**src/design/dtc_pkg.sv**
```systemverilog
// ****************************************
// Dual timer/counter shared constants
// ****************************************
package dtc_pkg;

  // ****************************************
  // Register addresses on the special function bus
  // ****************************************
  localparam logic [7:0] ADDR_TIMER_CONTROL    = 8'h88;
  localparam logic [7:0] ADDR_TIMER_MODE       = 8'h89;
  localparam logic [7:0] ADDR_TIMER0_LOW_BYTE  = 8'h8a;
  localparam logic [7:0] ADDR_TIMER1_LOW_BYTE  = 8'h8b;
  localparam logic [7:0] ADDR_TIMER0_HIGH_BYTE = 8'h8c;
  localparam logic [7:0] ADDR_TIMER1_HIGH_BYTE = 8'h8d;

  // ****************************************
  // Timer control register fields
  // ****************************************
  localparam int CTL_OVF_ONE  = 7;
  localparam int CTL_RUN_ONE  = 6;
  localparam int CTL_OVF_ZERO = 5;
  localparam int CTL_RUN_ZERO = 4;
  localparam int CTL_IRQ_ONE  = 3;
  localparam int CTL_TYPE_ONE = 2;
  localparam int CTL_IRQ_ZERO = 1;
  localparam int CTL_TYPE_ZERO = 0;

  // ****************************************
  // Timer mode register fields
  // ****************************************
  localparam int MOD_GATE_ONE = 7;
  localparam int MOD_CT_ONE   = 6;
  localparam int MOD_M_ONE_HI = 5;
  localparam int MOD_M_ONE_LO = 4;
  localparam int MOD_GATE_ZERO = 3;
  localparam int MOD_CT_ZERO   = 2;
  localparam int MOD_M_ZERO_HI = 1;
  localparam int MOD_M_ZERO_LO = 0;

  // Mode field encodings
  localparam logic [1:0] MODE_13BIT  = 2'h0;
  localparam logic [1:0] MODE_16BIT  = 2'h1;
  localparam logic [1:0] MODE_RELOAD = 2'h2;
  localparam logic [1:0] MODE_SPLIT  = 2'h3;

  // Reset values of all bus registers
  localparam logic [7:0] REG_RESET = 8'h00;

  // ****************************************
  // Timing: one machine cycle in processor clocks
  // ****************************************
  localparam int         MC_CLOCKS = 12;
  localparam logic [3:0] MC_LAST   = 4'(MC_CLOCKS - 1);
  localparam logic [3:0] MC_FIRST  = 4'h0;

  // Index of each pin in the synchroniser bank
  localparam int PIN_CNT_ZERO = 0;
  localparam int PIN_CNT_ONE  = 1;
  localparam int PIN_IRQ_ZERO = 2;
  localparam int PIN_IRQ_ONE  = 3;
  localparam int PIN_COUNT    = 4;

endpackage

```
**src/design/dtc_pin_sync.sv**
```systemverilog
`timescale 1ns/1ps
// ****************************************
// Pin synchroniser with agreement filter
// ****************************************
module dtc_pin_sync (
  // Clock, reset, enable
  input  wire logic mclk_i,
  input  wire logic reset_i,
  input  wire logic ce_i,
  // Pin side
  input  wire logic pin_i,
  // Synchronised side
  output logic      level_o,
  output logic      fall_o
);

  logic stage1;
  logic stage2;
  logic stage3;

  // Three flops; first stage feeds only the second
  always_ff @(posedge mclk_i) begin
    if (reset_i) begin
      stage1 <= 1'b1;
      stage2 <= 1'b1;
      stage3 <= 1'b1;
    end else if (ce_i) begin
      stage1 <= pin_i;
      stage2 <= stage1;
      stage3 <= stage2;
    end
  end

  // Accept a new level only when stages two and three agree
  always_ff @(posedge mclk_i) begin
    if (reset_i) begin
      level_o <= 1'b1;
      fall_o  <= 1'b0;
    end else if (ce_i) begin
      fall_o <= (stage2 == stage3) && level_o && !stage3;
      if (stage2 == stage3) begin
        level_o <= stage3;
      end
    end
  end

endmodule

```
**src/design/dtc_timer.sv**
```systemverilog
`timescale 1ns/1ps
// Operation
// - Timer operation counts once per machine cycle of twelve clocks.
// - Counter operation counts only on a falling edge of the count input.
// - Edge detection spans two machine cycles; no duty-cycle limit.
// - Each timer runs only while its run bit is set.
// - Mode 0 is 13 bits; low byte keeps 5 bits, upper 3 zero.
// - Mode 1 is a full 16-bit counter of high and low byte.
// - Mode 2 counts low byte, reloads it from high byte on overflow.
// - Mode 3 stops timer 1 and splits timer 0 into two 8-bit halves.
// - Split low half uses timer 0 controls; high half uses timer 1 run.
// - With gate set, counting needs run bit and the gating pin.
// - Counter/timer select bit 1 picks counter, 0 picks timer.
// - Mode register: upper nibble timer 1, lower nibble timer 0.
// - Overflow flags set on overflow, cleared by software or service.
// - External interrupt flags set on falling edge, cleared on service.
// - Type bits choose falling edge or low level triggering.
// - Type bit 0 means low level, 1 means falling edge.
module dtc_timer (
  // Clock, reset, enable
  input  wire logic       mclk_i,
  input  wire logic       reset_i,
  input  wire logic       ce_i,
  // Special function register bus
  input  wire logic [7:0] sfr_addr_i,
  input  wire logic [7:0] sfr_wdata_i,
  input  wire logic       sfr_we_i,
  input  wire logic       sfr_re_i,
  output logic      [7:0] sfr_rdata_o,
  // Routed pins
  input  wire logic       count_input_zero_i,
  input  wire logic       count_input_one_i,
  input  wire logic       external_irq_input_zero_i,
  input  wire logic       external_irq_input_one_i,
  // Service acknowledges from the interrupt logic
  input  wire logic       ack_timer_zero_i,
  input  wire logic       ack_timer_one_i,
  input  wire logic       ack_ext_irq_zero_i,
  input  wire logic       ack_ext_irq_one_i,
  // Flag view
  output logic      [7:0] timer_control_o
);

  // ****************************************
  // Storage
  // ****************************************
  logic [7:0] timer_control;
  logic [7:0] timer_mode;
  logic [7:0] timer0_low_byte;
  logic [7:0] timer0_high_byte;
  logic [7:0] timer1_low_byte;
  logic [7:0] timer1_high_byte;
  logic [3:0] mc_count;
  logic [1:0] cnt_sample;
  logic [1:0] cnt_prev;

  // ****************************************
  // Pin synchronisers
  // ****************************************
  logic [dtc_pkg::PIN_COUNT-1:0] pin_raw;
  logic [dtc_pkg::PIN_COUNT-1:0] pin_level;
  logic [dtc_pkg::PIN_COUNT-1:0] pin_fall;

  assign pin_raw = {external_irq_input_one_i, external_irq_input_zero_i,
                    count_input_one_i, count_input_zero_i};

  // One synchroniser per routed pin
  generate
    for (genvar gi = 0; gi < dtc_pkg::PIN_COUNT; gi++) begin : g_pin
      dtc_pin_sync u_sync (
        .mclk_i  (mclk_i),
        .reset_i (reset_i),
        .ce_i    (ce_i),
        .pin_i   (pin_raw[gi]),
        .level_o (pin_level[gi]),
        .fall_o  (pin_fall[gi])
      );
    end
  endgenerate

  // ****************************************
  // Field decode
  // ****************************************
  logic [1:0] mode_zero;
  logic [1:0] mode_one;
  logic       run_bit_zero;
  logic       run_bit_one;
  logic       split;

  assign mode_one  = timer_mode[dtc_pkg::MOD_M_ONE_HI:dtc_pkg::MOD_M_ONE_LO];
  assign mode_zero = timer_mode[dtc_pkg::MOD_M_ZERO_HI:dtc_pkg::MOD_M_ZERO_LO];
  assign run_bit_zero = timer_control[dtc_pkg::CTL_RUN_ZERO];
  assign run_bit_one  = timer_control[dtc_pkg::CTL_RUN_ONE];
  assign split        = (mode_zero == dtc_pkg::MODE_SPLIT);

  // Bus write strobes, frozen with the clock enable
  logic wr_ctl;
  logic wr_mod;
  logic wr_tl0;
  logic wr_th0;
  logic wr_tl1;
  logic wr_th1;

  assign wr_ctl = ce_i && sfr_we_i
                  && (sfr_addr_i == dtc_pkg::ADDR_TIMER_CONTROL);
  assign wr_mod = ce_i && sfr_we_i
                  && (sfr_addr_i == dtc_pkg::ADDR_TIMER_MODE);
  assign wr_tl0 = ce_i && sfr_we_i
                  && (sfr_addr_i == dtc_pkg::ADDR_TIMER0_LOW_BYTE);
  assign wr_th0 = ce_i && sfr_we_i
                  && (sfr_addr_i == dtc_pkg::ADDR_TIMER0_HIGH_BYTE);
  assign wr_tl1 = ce_i && sfr_we_i
                  && (sfr_addr_i == dtc_pkg::ADDR_TIMER1_LOW_BYTE);
  assign wr_th1 = ce_i && sfr_we_i
                  && (sfr_addr_i == dtc_pkg::ADDR_TIMER1_HIGH_BYTE);

  // ****************************************
  // Machine cycle prescaler
  // ****************************************
  logic mc_tick;

  always_ff @(posedge mclk_i) begin
    if (reset_i) begin
      mc_count <= dtc_pkg::MC_FIRST;
    end else if (ce_i) begin
      mc_count <= (mc_count == dtc_pkg::MC_LAST) ? dtc_pkg::MC_FIRST
                                                 : mc_count + 4'h1;
    end
  end

  assign mc_tick = ce_i && (mc_count == dtc_pkg::MC_LAST);

  // ****************************************
  // Count input edge detection
  // ****************************************
  // sample once per machine cycle, compare two samples
  always_ff @(posedge mclk_i) begin
    if (reset_i) begin
      cnt_sample <= 2'h3;
      cnt_prev   <= 2'h3;
    end else if (mc_tick) begin
      cnt_sample <= {pin_level[dtc_pkg::PIN_CNT_ONE],
                     pin_level[dtc_pkg::PIN_CNT_ZERO]};
      cnt_prev   <= cnt_sample;
    end
  end

  // a one-to-zero change between samples is one count
  logic [1:0] cnt_fall;
  assign cnt_fall = mc_tick ? (cnt_prev & ~cnt_sample) : 2'h0;

  // ****************************************
  // Increment enables
  // ****************************************
  logic open_zero;
  logic open_one;
  logic inc_zero;
  logic inc_one;
  logic inc_th0;

  // run bit; gate adds the gating pin level
  assign open_zero = run_bit_zero && (!timer_mode[dtc_pkg::MOD_GATE_ZERO]
                     || pin_level[dtc_pkg::PIN_IRQ_ZERO]);
  assign open_one  = run_bit_one && (!timer_mode[dtc_pkg::MOD_GATE_ONE]
                     || pin_level[dtc_pkg::PIN_IRQ_ONE]);
  assign inc_zero = open_zero && (timer_mode[dtc_pkg::MOD_CT_ZERO]
                    ? cnt_fall[0] : mc_tick);
  // timer 1 halts in mode 3
  assign inc_one  = open_one && (mode_one != dtc_pkg::MODE_SPLIT)
                    && (timer_mode[dtc_pkg::MOD_CT_ONE]
                    ? cnt_fall[1] : mc_tick);
  // split high half runs on timer 1 run bit, machine cycles
  assign inc_th0  = split && run_bit_one && mc_tick;

  // ****************************************
  // Step function: returns {overflow, high, low}
  // ****************************************
  function automatic logic [16:0] dtc_step(input logic [1:0] m,
                                           input logic [7:0] th,
                                           input logic [7:0] tl);
    logic [13:0] s13;
    logic [16:0] s16;
    logic [8:0]  s8;
    logic [16:0] r;
    s13 = {1'b0, th, tl[4:0]} + 14'h1;
    s16 = {1'b0, th, tl} + 17'h1;
    s8  = {1'b0, tl} + 9'h1;
    case (m)
      // 13-bit, upper low-byte bits held at zero
      dtc_pkg::MODE_13BIT:  r = {s13[13], s13[12:5], 3'h0, s13[4:0]};
      dtc_pkg::MODE_16BIT:  r = s16;
      dtc_pkg::MODE_RELOAD: r = s8[8] ? {1'b1, th, th}
                                      : {1'b0, th, s8[7:0]};
      default:              r = {s8[8], th, s8[7:0]};
    endcase
    return r;
  endfunction

  logic [16:0] step_zero;
  logic [16:0] step_one;
  logic [8:0]  step_th0;
  logic        ovf_zero;
  logic        ovf_one;

  assign step_zero = dtc_step(mode_zero, timer0_high_byte, timer0_low_byte);
  assign step_one  = dtc_step(mode_one, timer1_high_byte, timer1_low_byte);
  assign step_th0  = {1'b0, timer0_high_byte} + 9'h1;
  // split halves own the two flags
  assign ovf_zero  = inc_zero && step_zero[16];
  assign ovf_one   = split ? (inc_th0 && step_th0[8])
                           : (inc_one && step_one[16]);

  // ****************************************
  // Timer 0 bytes; a bus write wins over a count
  // ****************************************
  always_ff @(posedge mclk_i) begin
    if (reset_i) begin
      timer0_low_byte  <= dtc_pkg::REG_RESET;
      timer0_high_byte <= dtc_pkg::REG_RESET;
    end else begin
      if (wr_tl0) begin
        timer0_low_byte <= sfr_wdata_i;
      end else if (inc_zero) begin
        timer0_low_byte <= step_zero[7:0];
      end
      if (wr_th0) begin
        timer0_high_byte <= sfr_wdata_i;
      end else if (inc_th0) begin
        timer0_high_byte <= step_th0[7:0];
      end else if (inc_zero && !split) begin
        timer0_high_byte <= step_zero[15:8];
      end
    end
  end

  // ****************************************
  // Timer 1 bytes
  // ****************************************
  always_ff @(posedge mclk_i) begin
    if (reset_i) begin
      timer1_low_byte  <= dtc_pkg::REG_RESET;
      timer1_high_byte <= dtc_pkg::REG_RESET;
    end else begin
      if (wr_tl1) begin
        timer1_low_byte <= sfr_wdata_i;
      end else if (inc_one) begin
        timer1_low_byte <= step_one[7:0];
      end
      if (wr_th1) begin
        timer1_high_byte <= sfr_wdata_i;
      end else if (inc_one) begin
        timer1_high_byte <= step_one[15:8];
      end
    end
  end

  // ****************************************
  // Mode register
  // ****************************************
  always_ff @(posedge mclk_i) begin
    if (reset_i) begin
      timer_mode <= dtc_pkg::REG_RESET;
    end else if (wr_mod) begin
      timer_mode <= sfr_wdata_i;
    end
  end

  // ****************************************
  // Control register: flags where set beats clear
  // ****************************************
  logic set_irq_zero;
  logic set_irq_one;

  // type 1 edge, type 0 low level
  assign set_irq_zero = timer_control[dtc_pkg::CTL_TYPE_ZERO]
                        ? pin_fall[dtc_pkg::PIN_IRQ_ZERO]
                        : !pin_level[dtc_pkg::PIN_IRQ_ZERO];
  assign set_irq_one  = timer_control[dtc_pkg::CTL_TYPE_ONE]
                        ? pin_fall[dtc_pkg::PIN_IRQ_ONE]
                        : !pin_level[dtc_pkg::PIN_IRQ_ONE];

  // Flag updates; the event is never lost to a same-cycle clear
  always_ff @(posedge mclk_i) begin
    if (reset_i) begin
      timer_control <= dtc_pkg::REG_RESET;
    end else if (ce_i) begin
      if (wr_ctl) begin
        timer_control <= sfr_wdata_i;
      end
      timer_control[dtc_pkg::CTL_OVF_ONE] <= ovf_one
        || (wr_ctl ? sfr_wdata_i[dtc_pkg::CTL_OVF_ONE]
        : (timer_control[dtc_pkg::CTL_OVF_ONE] && !ack_timer_one_i));
      timer_control[dtc_pkg::CTL_OVF_ZERO] <= ovf_zero
        || (wr_ctl ? sfr_wdata_i[dtc_pkg::CTL_OVF_ZERO]
        : (timer_control[dtc_pkg::CTL_OVF_ZERO] && !ack_timer_zero_i));
      timer_control[dtc_pkg::CTL_IRQ_ONE] <= set_irq_one
        || (wr_ctl ? sfr_wdata_i[dtc_pkg::CTL_IRQ_ONE]
        : (timer_control[dtc_pkg::CTL_IRQ_ONE] && !ack_ext_irq_one_i));
      timer_control[dtc_pkg::CTL_IRQ_ZERO] <= set_irq_zero
        || (wr_ctl ? sfr_wdata_i[dtc_pkg::CTL_IRQ_ZERO]
        : (timer_control[dtc_pkg::CTL_IRQ_ZERO] && !ack_ext_irq_zero_i));
    end
  end

  // ****************************************
  // Read port and flag view, both registered
  // ****************************************
  always_ff @(posedge mclk_i) begin
    if (reset_i) begin
      sfr_rdata_o     <= dtc_pkg::REG_RESET;
      timer_control_o <= dtc_pkg::REG_RESET;
    end else if (ce_i) begin
      timer_control_o <= timer_control;
      if (sfr_re_i) begin
        case (sfr_addr_i)
          dtc_pkg::ADDR_TIMER_CONTROL:    sfr_rdata_o <= timer_control;
          dtc_pkg::ADDR_TIMER_MODE:       sfr_rdata_o <= timer_mode;
          dtc_pkg::ADDR_TIMER0_LOW_BYTE:  sfr_rdata_o <= timer0_low_byte;
          dtc_pkg::ADDR_TIMER1_LOW_BYTE:  sfr_rdata_o <= timer1_low_byte;
          dtc_pkg::ADDR_TIMER0_HIGH_BYTE: sfr_rdata_o <= timer0_high_byte;
          dtc_pkg::ADDR_TIMER1_HIGH_BYTE: sfr_rdata_o <= timer1_high_byte;
          default:                        sfr_rdata_o <= dtc_pkg::REG_RESET;
        endcase
      end else begin
        sfr_rdata_o <= dtc_pkg::REG_RESET;
      end
    end
  end

  // ****************************************
  // Checks
  // ****************************************
  // timer mode 1 advances by one per machine cycle
  a_mc_increment: assert property (@(posedge mclk_i) disable iff (reset_i)
    (mc_tick && open_zero && !timer_mode[dtc_pkg::MOD_CT_ZERO]
     && mode_zero == dtc_pkg::MODE_16BIT && !wr_tl0 && !wr_th0)
    |=> {timer0_high_byte, timer0_low_byte}
        == $past({timer0_high_byte, timer0_low_byte}) + 16'h1)
    else $error("timer 0 missed a machine cycle count");

  a_tick_spacing: assert property (@(posedge mclk_i)
    disable iff (reset_i || !ce_i) mc_tick |-> ##12 mc_tick)
    else $error("machine cycle ticks not twelve clocks apart");

  // counter mode holds still without an edge
  a_count_hold: assert property (@(posedge mclk_i) disable iff (reset_i)
    (ce_i && timer_mode[dtc_pkg::MOD_CT_ONE] && !cnt_fall[1]
     && !wr_tl1 && !wr_th1)
    |=> $stable({timer1_high_byte, timer1_low_byte}))
    else $error("counter 1 moved without a falling edge");

  // edge seen only after high then low sample
  a_edge_samples: assert property (@(posedge mclk_i) disable iff (reset_i)
    cnt_fall[0] |-> (cnt_prev[0] && !cnt_sample[0] && mc_tick))
    else $error("count edge without a one-to-zero sample pair");

  // stopped timer 0 holds its low byte
  a_run_stop: assert property (@(posedge mclk_i) disable iff (reset_i)
    (ce_i && !run_bit_zero && !wr_tl0) |=> $stable(timer0_low_byte))
    else $error("timer 0 counted while stopped");

  // mode 0 count clears upper low-byte bits
  a_mode0_low: assert property (@(posedge mclk_i) disable iff (reset_i)
    (inc_zero && mode_zero == dtc_pkg::MODE_13BIT && !wr_tl0)
    |=> timer0_low_byte[7:5] == 3'h0)
    else $error("mode 0 low byte upper bits not zero");

  // reload and flag on low byte overflow
  a_reload: assert property (@(posedge mclk_i) disable iff (reset_i)
    (inc_zero && mode_zero == dtc_pkg::MODE_RELOAD
     && timer0_low_byte == 8'hff && !wr_tl0 && !wr_th0)
    |=> timer0_low_byte == $past(timer0_high_byte)
        && timer_control[dtc_pkg::CTL_OVF_ZERO])
    else $error("mode 2 reload or flag missing");

  // timer 1 frozen in mode 3
  a_t1_halt: assert property (@(posedge mclk_i) disable iff (reset_i)
    (ce_i && mode_one == dtc_pkg::MODE_SPLIT && !wr_tl1 && !wr_th1)
    |=> $stable({timer1_high_byte, timer1_low_byte}))
    else $error("timer 1 counted in mode 3");

  // split high half overflow sets timer 1 flag
  a_split_flag: assert property (@(posedge mclk_i) disable iff (reset_i)
    (inc_th0 && timer0_high_byte == 8'hff && !wr_th0)
    |=> timer_control[dtc_pkg::CTL_OVF_ONE] && timer0_high_byte == 8'h00)
    else $error("split high half overflow lost");

  // service clears an idle overflow flag
  a_ack_clear: assert property (@(posedge mclk_i) disable iff (reset_i)
    (ce_i && ack_timer_zero_i && !ovf_zero && !wr_ctl)
    |=> !timer_control[dtc_pkg::CTL_OVF_ZERO])
    else $error("timer 0 flag survived service");

  // low level in level mode raises the flag
  a_level_irq: assert property (@(posedge mclk_i) disable iff (reset_i)
    (ce_i && !timer_control[dtc_pkg::CTL_TYPE_ONE]
     && !pin_level[dtc_pkg::PIN_IRQ_ONE])
    |=> timer_control[dtc_pkg::CTL_IRQ_ONE])
    else $error("level interrupt 1 flag not set");

endmodule

```
**config.mk**
```make
export PLATFORM = sky130hd
export DESIGN_NAME = dtc_timer
export DESIGN_NICKNAME = d
export VERILOG_FILES = /design/src/design/dtc_pkg.sv /design/src/design/dtc_pin_sync.sv /design/src/design/dtc_timer.sv
export SDC_FILE = /design/constraint.sdc
export NUM_CORES = 1
export LEC_CHECK = 0
export BUFFER_PORTS_ARGS = -buffer_cell sky130_fd_sc_hd__buf_2
export CORE_ASPECT_RATIO = 1.2
export CORE_MARGIN = 3
export CORE_UTILIZATION = 60
export CTS_BUF_LIST = sky130_fd_sc_hd__clkbuf_16
export DETAILED_ROUTE_END_ITERATION = 6
export PLACE_DENSITY_LB_ADDON = 0.15
export SKIP_CTS_REPAIR_TIMING = 1
export SKIP_LAST_GASP = 1
export SYNTH_ARGS = -nofsm -noshare
export SYNTH_HDL_FRONTEND = slang
export SYNTH_SLANG_ARGS = --single-unit
export TNS_END_PERCENT = 100
```
**constraint.sdc**
```tcl
create_clock -name mclk_i -period 6.37 [get_ports mclk_i]
set_clock_uncertainty 0.15 [all_clocks]
set_input_delay 0.3185 -clock mclk_i [delete_from_list [all_inputs] [get_ports mclk_i]]
set_output_delay 0.3185 -clock mclk_i [all_outputs]
set_load 0.005 [all_outputs]
```
# Word-level counts from Yosys, hierarchy flattened
# Cells that the tools add are included.
[totals]
ff_bits = 90
inputBits = 29
output_inout_bits = 16
word_cells = 144
[op_classes]
n_addsub = 8
eq_ne = 19
mux = 26
bitwise = 2
reduce_logical = 59
[ops]
columns = ["cell", "n"]
rows = [
  ["$pmux 17 s3", 2],
  ["$mux 8", 10],
  ["$eq 8x8->1 const B", 6],
  ["$pmux 8 s6", 1],
  ["$add 16x1->17 const B", 2],
  ["$mux 17", 2],
  ["$add 13x1->14 const B", 2],
  ["$add 8x1->9 const B", 3],
  ["$logic_and 1x1->1", 27],
  ["$logic_not 1->1", 11],
  ["$reduce_and 2->1", 5],
  ["$mux 1", 9],
  ["$eq 2x2->1 const B", 3],
  ["$logic_or 1x1->1", 6],
  ["$reduce_and 3->1", 2],
  ["$reduce_bool 2->1", 3],
  ["$reduce_bool 3->1", 2],
  ["$add 4x1->4 const B", 1],
  ["$eq 1x1->1", 4],
  ["$eq 2x1->1 const B", 2],
  ["$eq 4x4->1 const B", 1],
  ["$logic_not 2->1", 2],
  ["$mux 4", 1],
  ["$ne 2x2->1 const B", 2],
  ["5 further kinds", 5],
]

# Longest topological paths before layout
[logic_depth]
ltp_word = 9
depth_mapped = 9

# Hierarchy
# Synthesis repeated with hierarchy kept, for this count alone.
[unflattened]
hier_cells = 621
area_unflattened_um2 = 5121.2
[by_module_without_submodules]
columns = ["module", "instances", "cells_per_inst", "area_per_inst_um2", "seq_area_each_um2"]
rows = [
  ["dtc_timer", 1, 537, 4325.4, 1441.4],
  ["dtc_pin_sync", 4, 21, 198.9, 100.1],
]

# Worst setup path before layout
# Ideal clock, no wire load.
[synth_path]
path_kind = "input -> register"
startpoint = "in sfr_addr_i[5]"
endpoint = "reg timer0_high_byte[5]"
setup_time_ps = 134
t_arrival_ps = 2075
slack_ps = 4011
path_stages = 9
path_cell_list = "or4b_1 buf_6 nand2b_4 buf_6 or3_1 buf_2 and3_1 a21oi_1 o22ai_1"
[synth_via]
elab_chain_len = 4
[synth_lines]
columns = ["item", "line_no", "text"]
rows = [
  ["start: declaration", "dtc_timer.sv:25", "input wire logic [7:0] sfr_addr_i,"],
  ["$eq 8x8->1 (*)", "dtc_timer.sv:111", "&& (sfr_addr_i == dtc_pkg::ADDR_TIMER0_HIGH_BYTE);"],
  ["$logic_and 1x1->1 (*)", "dtc_timer.sv:111", ""],
  ["$ne 3x3->1 (no source line), or another cell as far along", "--", ""],
  ["$reduce_and 3->1 (no source line)", "--", ""],
  ["end signal: assignment", "dtc_timer.sv:219", "timer0_high_byte <= dtc_pkg::REG_RESET;"],
  ["end signal: assignment", "dtc_timer.sv:227", "timer0_high_byte <= sfr_wdata_i;"],
  ["end signal: assignment", "dtc_timer.sv:229", "timer0_high_byte <= step_th0[7:0];"],
  ["end: declaration", "dtc_timer.sv:50", "logic [7:0] timer0_high_byte;"],
]
# Every way passes the cells marked *; elsewhere a longest branch is shown, timed or not.
# A chain may end at the register's enable or synchronous reset.

# Final worst setup path
[layout_path]
startpoint = "in ce_i"
endpoint = "reg timer1_high_byte[6]"
[layout_via]
elab_chain_len = 6
[layout_lines]
columns = ["item", "line_no", "text"]
rows = [
  ["start: declaration", "dtc_timer.sv:23", "input wire logic ce_i,"],
  ["$logic_and 1x1->1", "dtc_timer.sv:131", "assign mc_tick = ce_i && (mc_count == dtc_pkg::MC_LAST);"],
  ["$mux 2", "dtc_timer.sv:150", "assign cnt_fall = mc_tick ? (cnt_prev & ~cnt_sample) : 2'h0;"],
  ["$mux 1", "dtc_timer.sv:171", "? cnt_fall[1] : mc_tick);"],
  ["$logic_and 1x1->1", "dtc_timer.sv:170", "&& (timer_mode[dtc_pkg::MOD_CT_ONE]"],
  ["$reduce_bool 2->1 (no source line)", "--", ""],
  ["$reduce_and 3->1 (no source line)", "--", ""],
  ["end signal: assignment", "dtc_timer.sv:242", "timer1_high_byte <= dtc_pkg::REG_RESET;"],
  ["end signal: assignment", "dtc_timer.sv:250", "timer1_high_byte <= sfr_wdata_i;"],
  ["end signal: assignment", "dtc_timer.sv:252", "timer1_high_byte <= step_one[15:8];"],
  ["end: declaration", "dtc_timer.sv:52", "logic [7:0] timer1_high_byte;"],
]
# Parallel ways exist; a longest one is shown, timed or not.

==> run_results.csv <==
group,metric,value,unit
cells_and_area,fin_cells,770,
die,rows,36,
yosys,netlist_top_cells_count,"90 x dfxtp_1, 72 x nor2_1, 62 x nand2_1",
cts,htreeDepth,3,
grt,grt_max_degree,84,
cells_and_area,fin_area,5690,um^2
critical_path,path_buf_inv,2,
drt,drtIter0Drc,509,
yosys,ys_types,71,
cts,numCtsBuffers,9,
drt,num_vias,5056,
grt,antenna_found_initial,0,
critical_path,critPathMostFrequentCell,"or3_1",
die,die_h,108,um
yosys,synthTopCellsByArea,"dfxtp_1 35%, nor2_1 5.2%, mux2i_1 4.6%",
cts,cts_tree,"built",
drt,route.detailed.drc,0,
yosys,synth_largest_area_cell,"dfxtp_1",
sta,finalWorstSetupSlack,3.32,ns
sta,min_period_over_period,47.9,%
grt,grt_pass1_vias,4618,
yosys,yosysMostFrequentCell,"dfxtp_1",
pwr,power-per-cell-area,207,nW/um^2
critical_path,critPathRequiredTime,6.47,ns
sta,fmax,328,MHz
critical_path,crit_family,"simple AND/OR/NAND/NOR gates",
critical_path,arrival,3.15,ns
placement,gp_congestion,0.994,
critical_path,path_depth,7,
yosys,avgSynthCellArea,8.19,um^2
sta,tns,0,ns
yosys,syn_nets,668,
sta,period_minus_slack,3.05,ns
yosys,seq_area_frac_synth,34.6,%
sta,finalHoldViolCount,0,
min_path,worstHoldPathCells,2,
cts,clockBufferDepth,2,
grt,grt_first_pass_wirelength,23.8,mm
yosys,synth-seq-cells,90,
cts,root_buffer,"clkbuf_16",
die,die-area,9830,um^2
critical_path,reg2reg_depth,6,
outcome,outcome,"complete, no violations",
placement,portBuffers,44,
drt,postRouteAntennaNets,0,
sta,relSlewSlack,34.1,%
cells_and_area,post_route_cells_drive_above_1_share,13.3,%
drt,via_per_inst,6.57,
drt,avgRoutedWirePerCell,19.2,um
critical_path,cp_max_fo,59,
placement,numPlacedInstances,754,
yosys,synth_edf_count,0,
drt,first_pass_iters,5,
cts,cts.reportedPaths.clkPinSlew,0.07,ns
critical_path,r2r_slack,3.42,ns
sta,finalSetupViolCount,0,
yosys,yosysTopAreaCellShare,34.6,%
placement,place_ws,3.00,ns
grt,gr-total-overflow,0,
cells_and_area,antenna_cells,0,
sta,rsz0062_at_grt,"false",
sta,worst_pin_slew,0.987,ns
critical_path,critical_path.slowest_cell,"or3_1",
yosys,async_flop_share,0,%
grt,grtUsageTotal,30.6,%
critical_path,path_class,"primary input to flip-flop",
die,start_util,62.8,%
min_path,hp-class,"primary input to flip-flop",
die,io_pins,45,
yosys,synthCells,635,
yosys,netlist_area,5200,um^2
die,core-area,8290,um^2
sta,maxSlewViolCount,0,
cells_and_area,nNetsFinal,684,
cts,clk_latency,0.34,ns
yosys,yosys_warnings,0,
cts,clkSinkCount,90,
critical_path,endpoint_kind,"flip-flop",
pwr,p_leak,1.97,nW
placement,placed_cell_area,5390,um^2
critical_path,cp_cell_sequence,"buf_2 > buf_4 > nand4b_1 > or3_1 > or2_1 > or3_1 > a311oi_2",
placement,hpwl,10.6,mm
die,die_w,91.0,um
yosys,synth_ff_type,"dfxtp_1",
critical_path,crit_path_max_incr_delay,0.66,ns
drt,wl,14.8,mm
flow_run,cap_violations,0,
cells_and_area,area_growth,9.26,%
pwr,peakVddDrop,0.000186,V
critical_path,start_kind,"primary input",
[area by class of cell]
type                    count  area, um^2
multi-input cells         493        3170
fillers                   712        2600
flip-flops and latches     90        1800
repair buffers             47         243
clock buffers               9         225
well taps                 114         143
clock inverters             7        70.1
inverters                  10        37.5
[path summary, 6_finish.rpt]
check	start	end
worst max-delay path	ce_i	timer1_high_byte[6]
worst min-delay path	count_input_one_i	g_pin[1].u_sync.stage1
worst max register to register	mc_count[0]	timer1_high_byte[6]
worst min register to register	sfr_rdata_o[7]	sfr_rdata_o[7]
[power by group]
group / switching [mW] / total, mW / internal [mW]
logic: 0.0407 / 0.0662 / 0.0255
clock network: 0.225 / 0.528 / 0.303
registers: 0.00816 / 0.580 / 0.572
total: 0.274 / 1.17 / 0.900
[state kept, by name, indices dropped and copies added, names as in the netlist]
signal / flops
g_pin.u_sync.stage3: 4
cnt_sample: 2
timer_control: 8
sfr_rdata_o: 8
g_pin.u_sync.level_o: 4
g_pin.u_sync.fall_o: 2
timer1_low_byte: 8
timer0_high_byte: 8
g_pin.u_sync.stage1: 4
timer_mode: 8
cnt_prev: 2
mc_count: 4
g_pin.u_sync.stage2: 4
timer1_high_byte: 8
timer_control_o: 8
timer0_low_byte: 8
[placed cells by master, fill, tap and decap left out, types with 4 or more instances in the layout]
cell type	n
dfxtp_1	90
nor2_1	72
nand2_1	62
buf_2	44
a21oi_1	34
mux2i_1	24
o21ai_0	23
nor3_1	19
nand3_1	18
nor2b_1	17
a211o_1	13
nand2b_1	11
inv_1	10
o21ai_1	10
or3_1	10
a211oi_1	10
nand3b_1	9
a221o_1	9
a221oi_1	9
clkbuf_16	9
nand4_1	8
o211ai_1	8
a22o_1	8
nor3b_1	7
xor2_1	7
xnor2_1	7
o21bai_1	7
o22ai_1	6
a31oi_1	6
and4_1	5
and3_1	5
a311oi_1	5
a211oi_2	5
o32ai_1	4
ha_1	4
[worst reg2reg max path, delay by kind of cell, from the launching register on]
kind | cells | cell delay, ns
simple gates | 4 | 1.88
flops | 1 | 0.38
compound gates | 1 | 0.26
fa+ha+maj | 1 | 0.18
[kinds of logic after synthesis]
| logic type | after synthesis | synth area share (%) |
|---|---|---|
| and+or+nand+nor | 266 | 26.8 |
| AOI/OAI and AO/OA | 183 | 25.7 |
| DFF | 90 | 34.6 |
| buffers and inverters | 52 | 4.54 |
| muxes | 26 | 5.05 |
| xor gates and xnor gates | 14 | 2.36 |
| adders and majority gates | 4 | 0.962 |
[per-layer routing]
metal,track usage (%),routed length (um)
met4,14.8,589
met5,0,0
met1,39.7,6160
met2,49.3,6760
met3,5.64,1240
[stage by stage]
step / utilization, % / hold slack, ns / power (mW)
CTS: 68.6 / 0.0251 / 1.18
finish: 68.6 / 0.0259 / 1.17
global route: 68.6 / 0.0431 / 1.21
global placement: 65.0 / 0.287 / 0.656
detailed placement: 65.0 / 0.294 / 0.658
floorplan: - / 0.281 / 0.631
No activity file was read; power rests on OpenSTA's default activity.
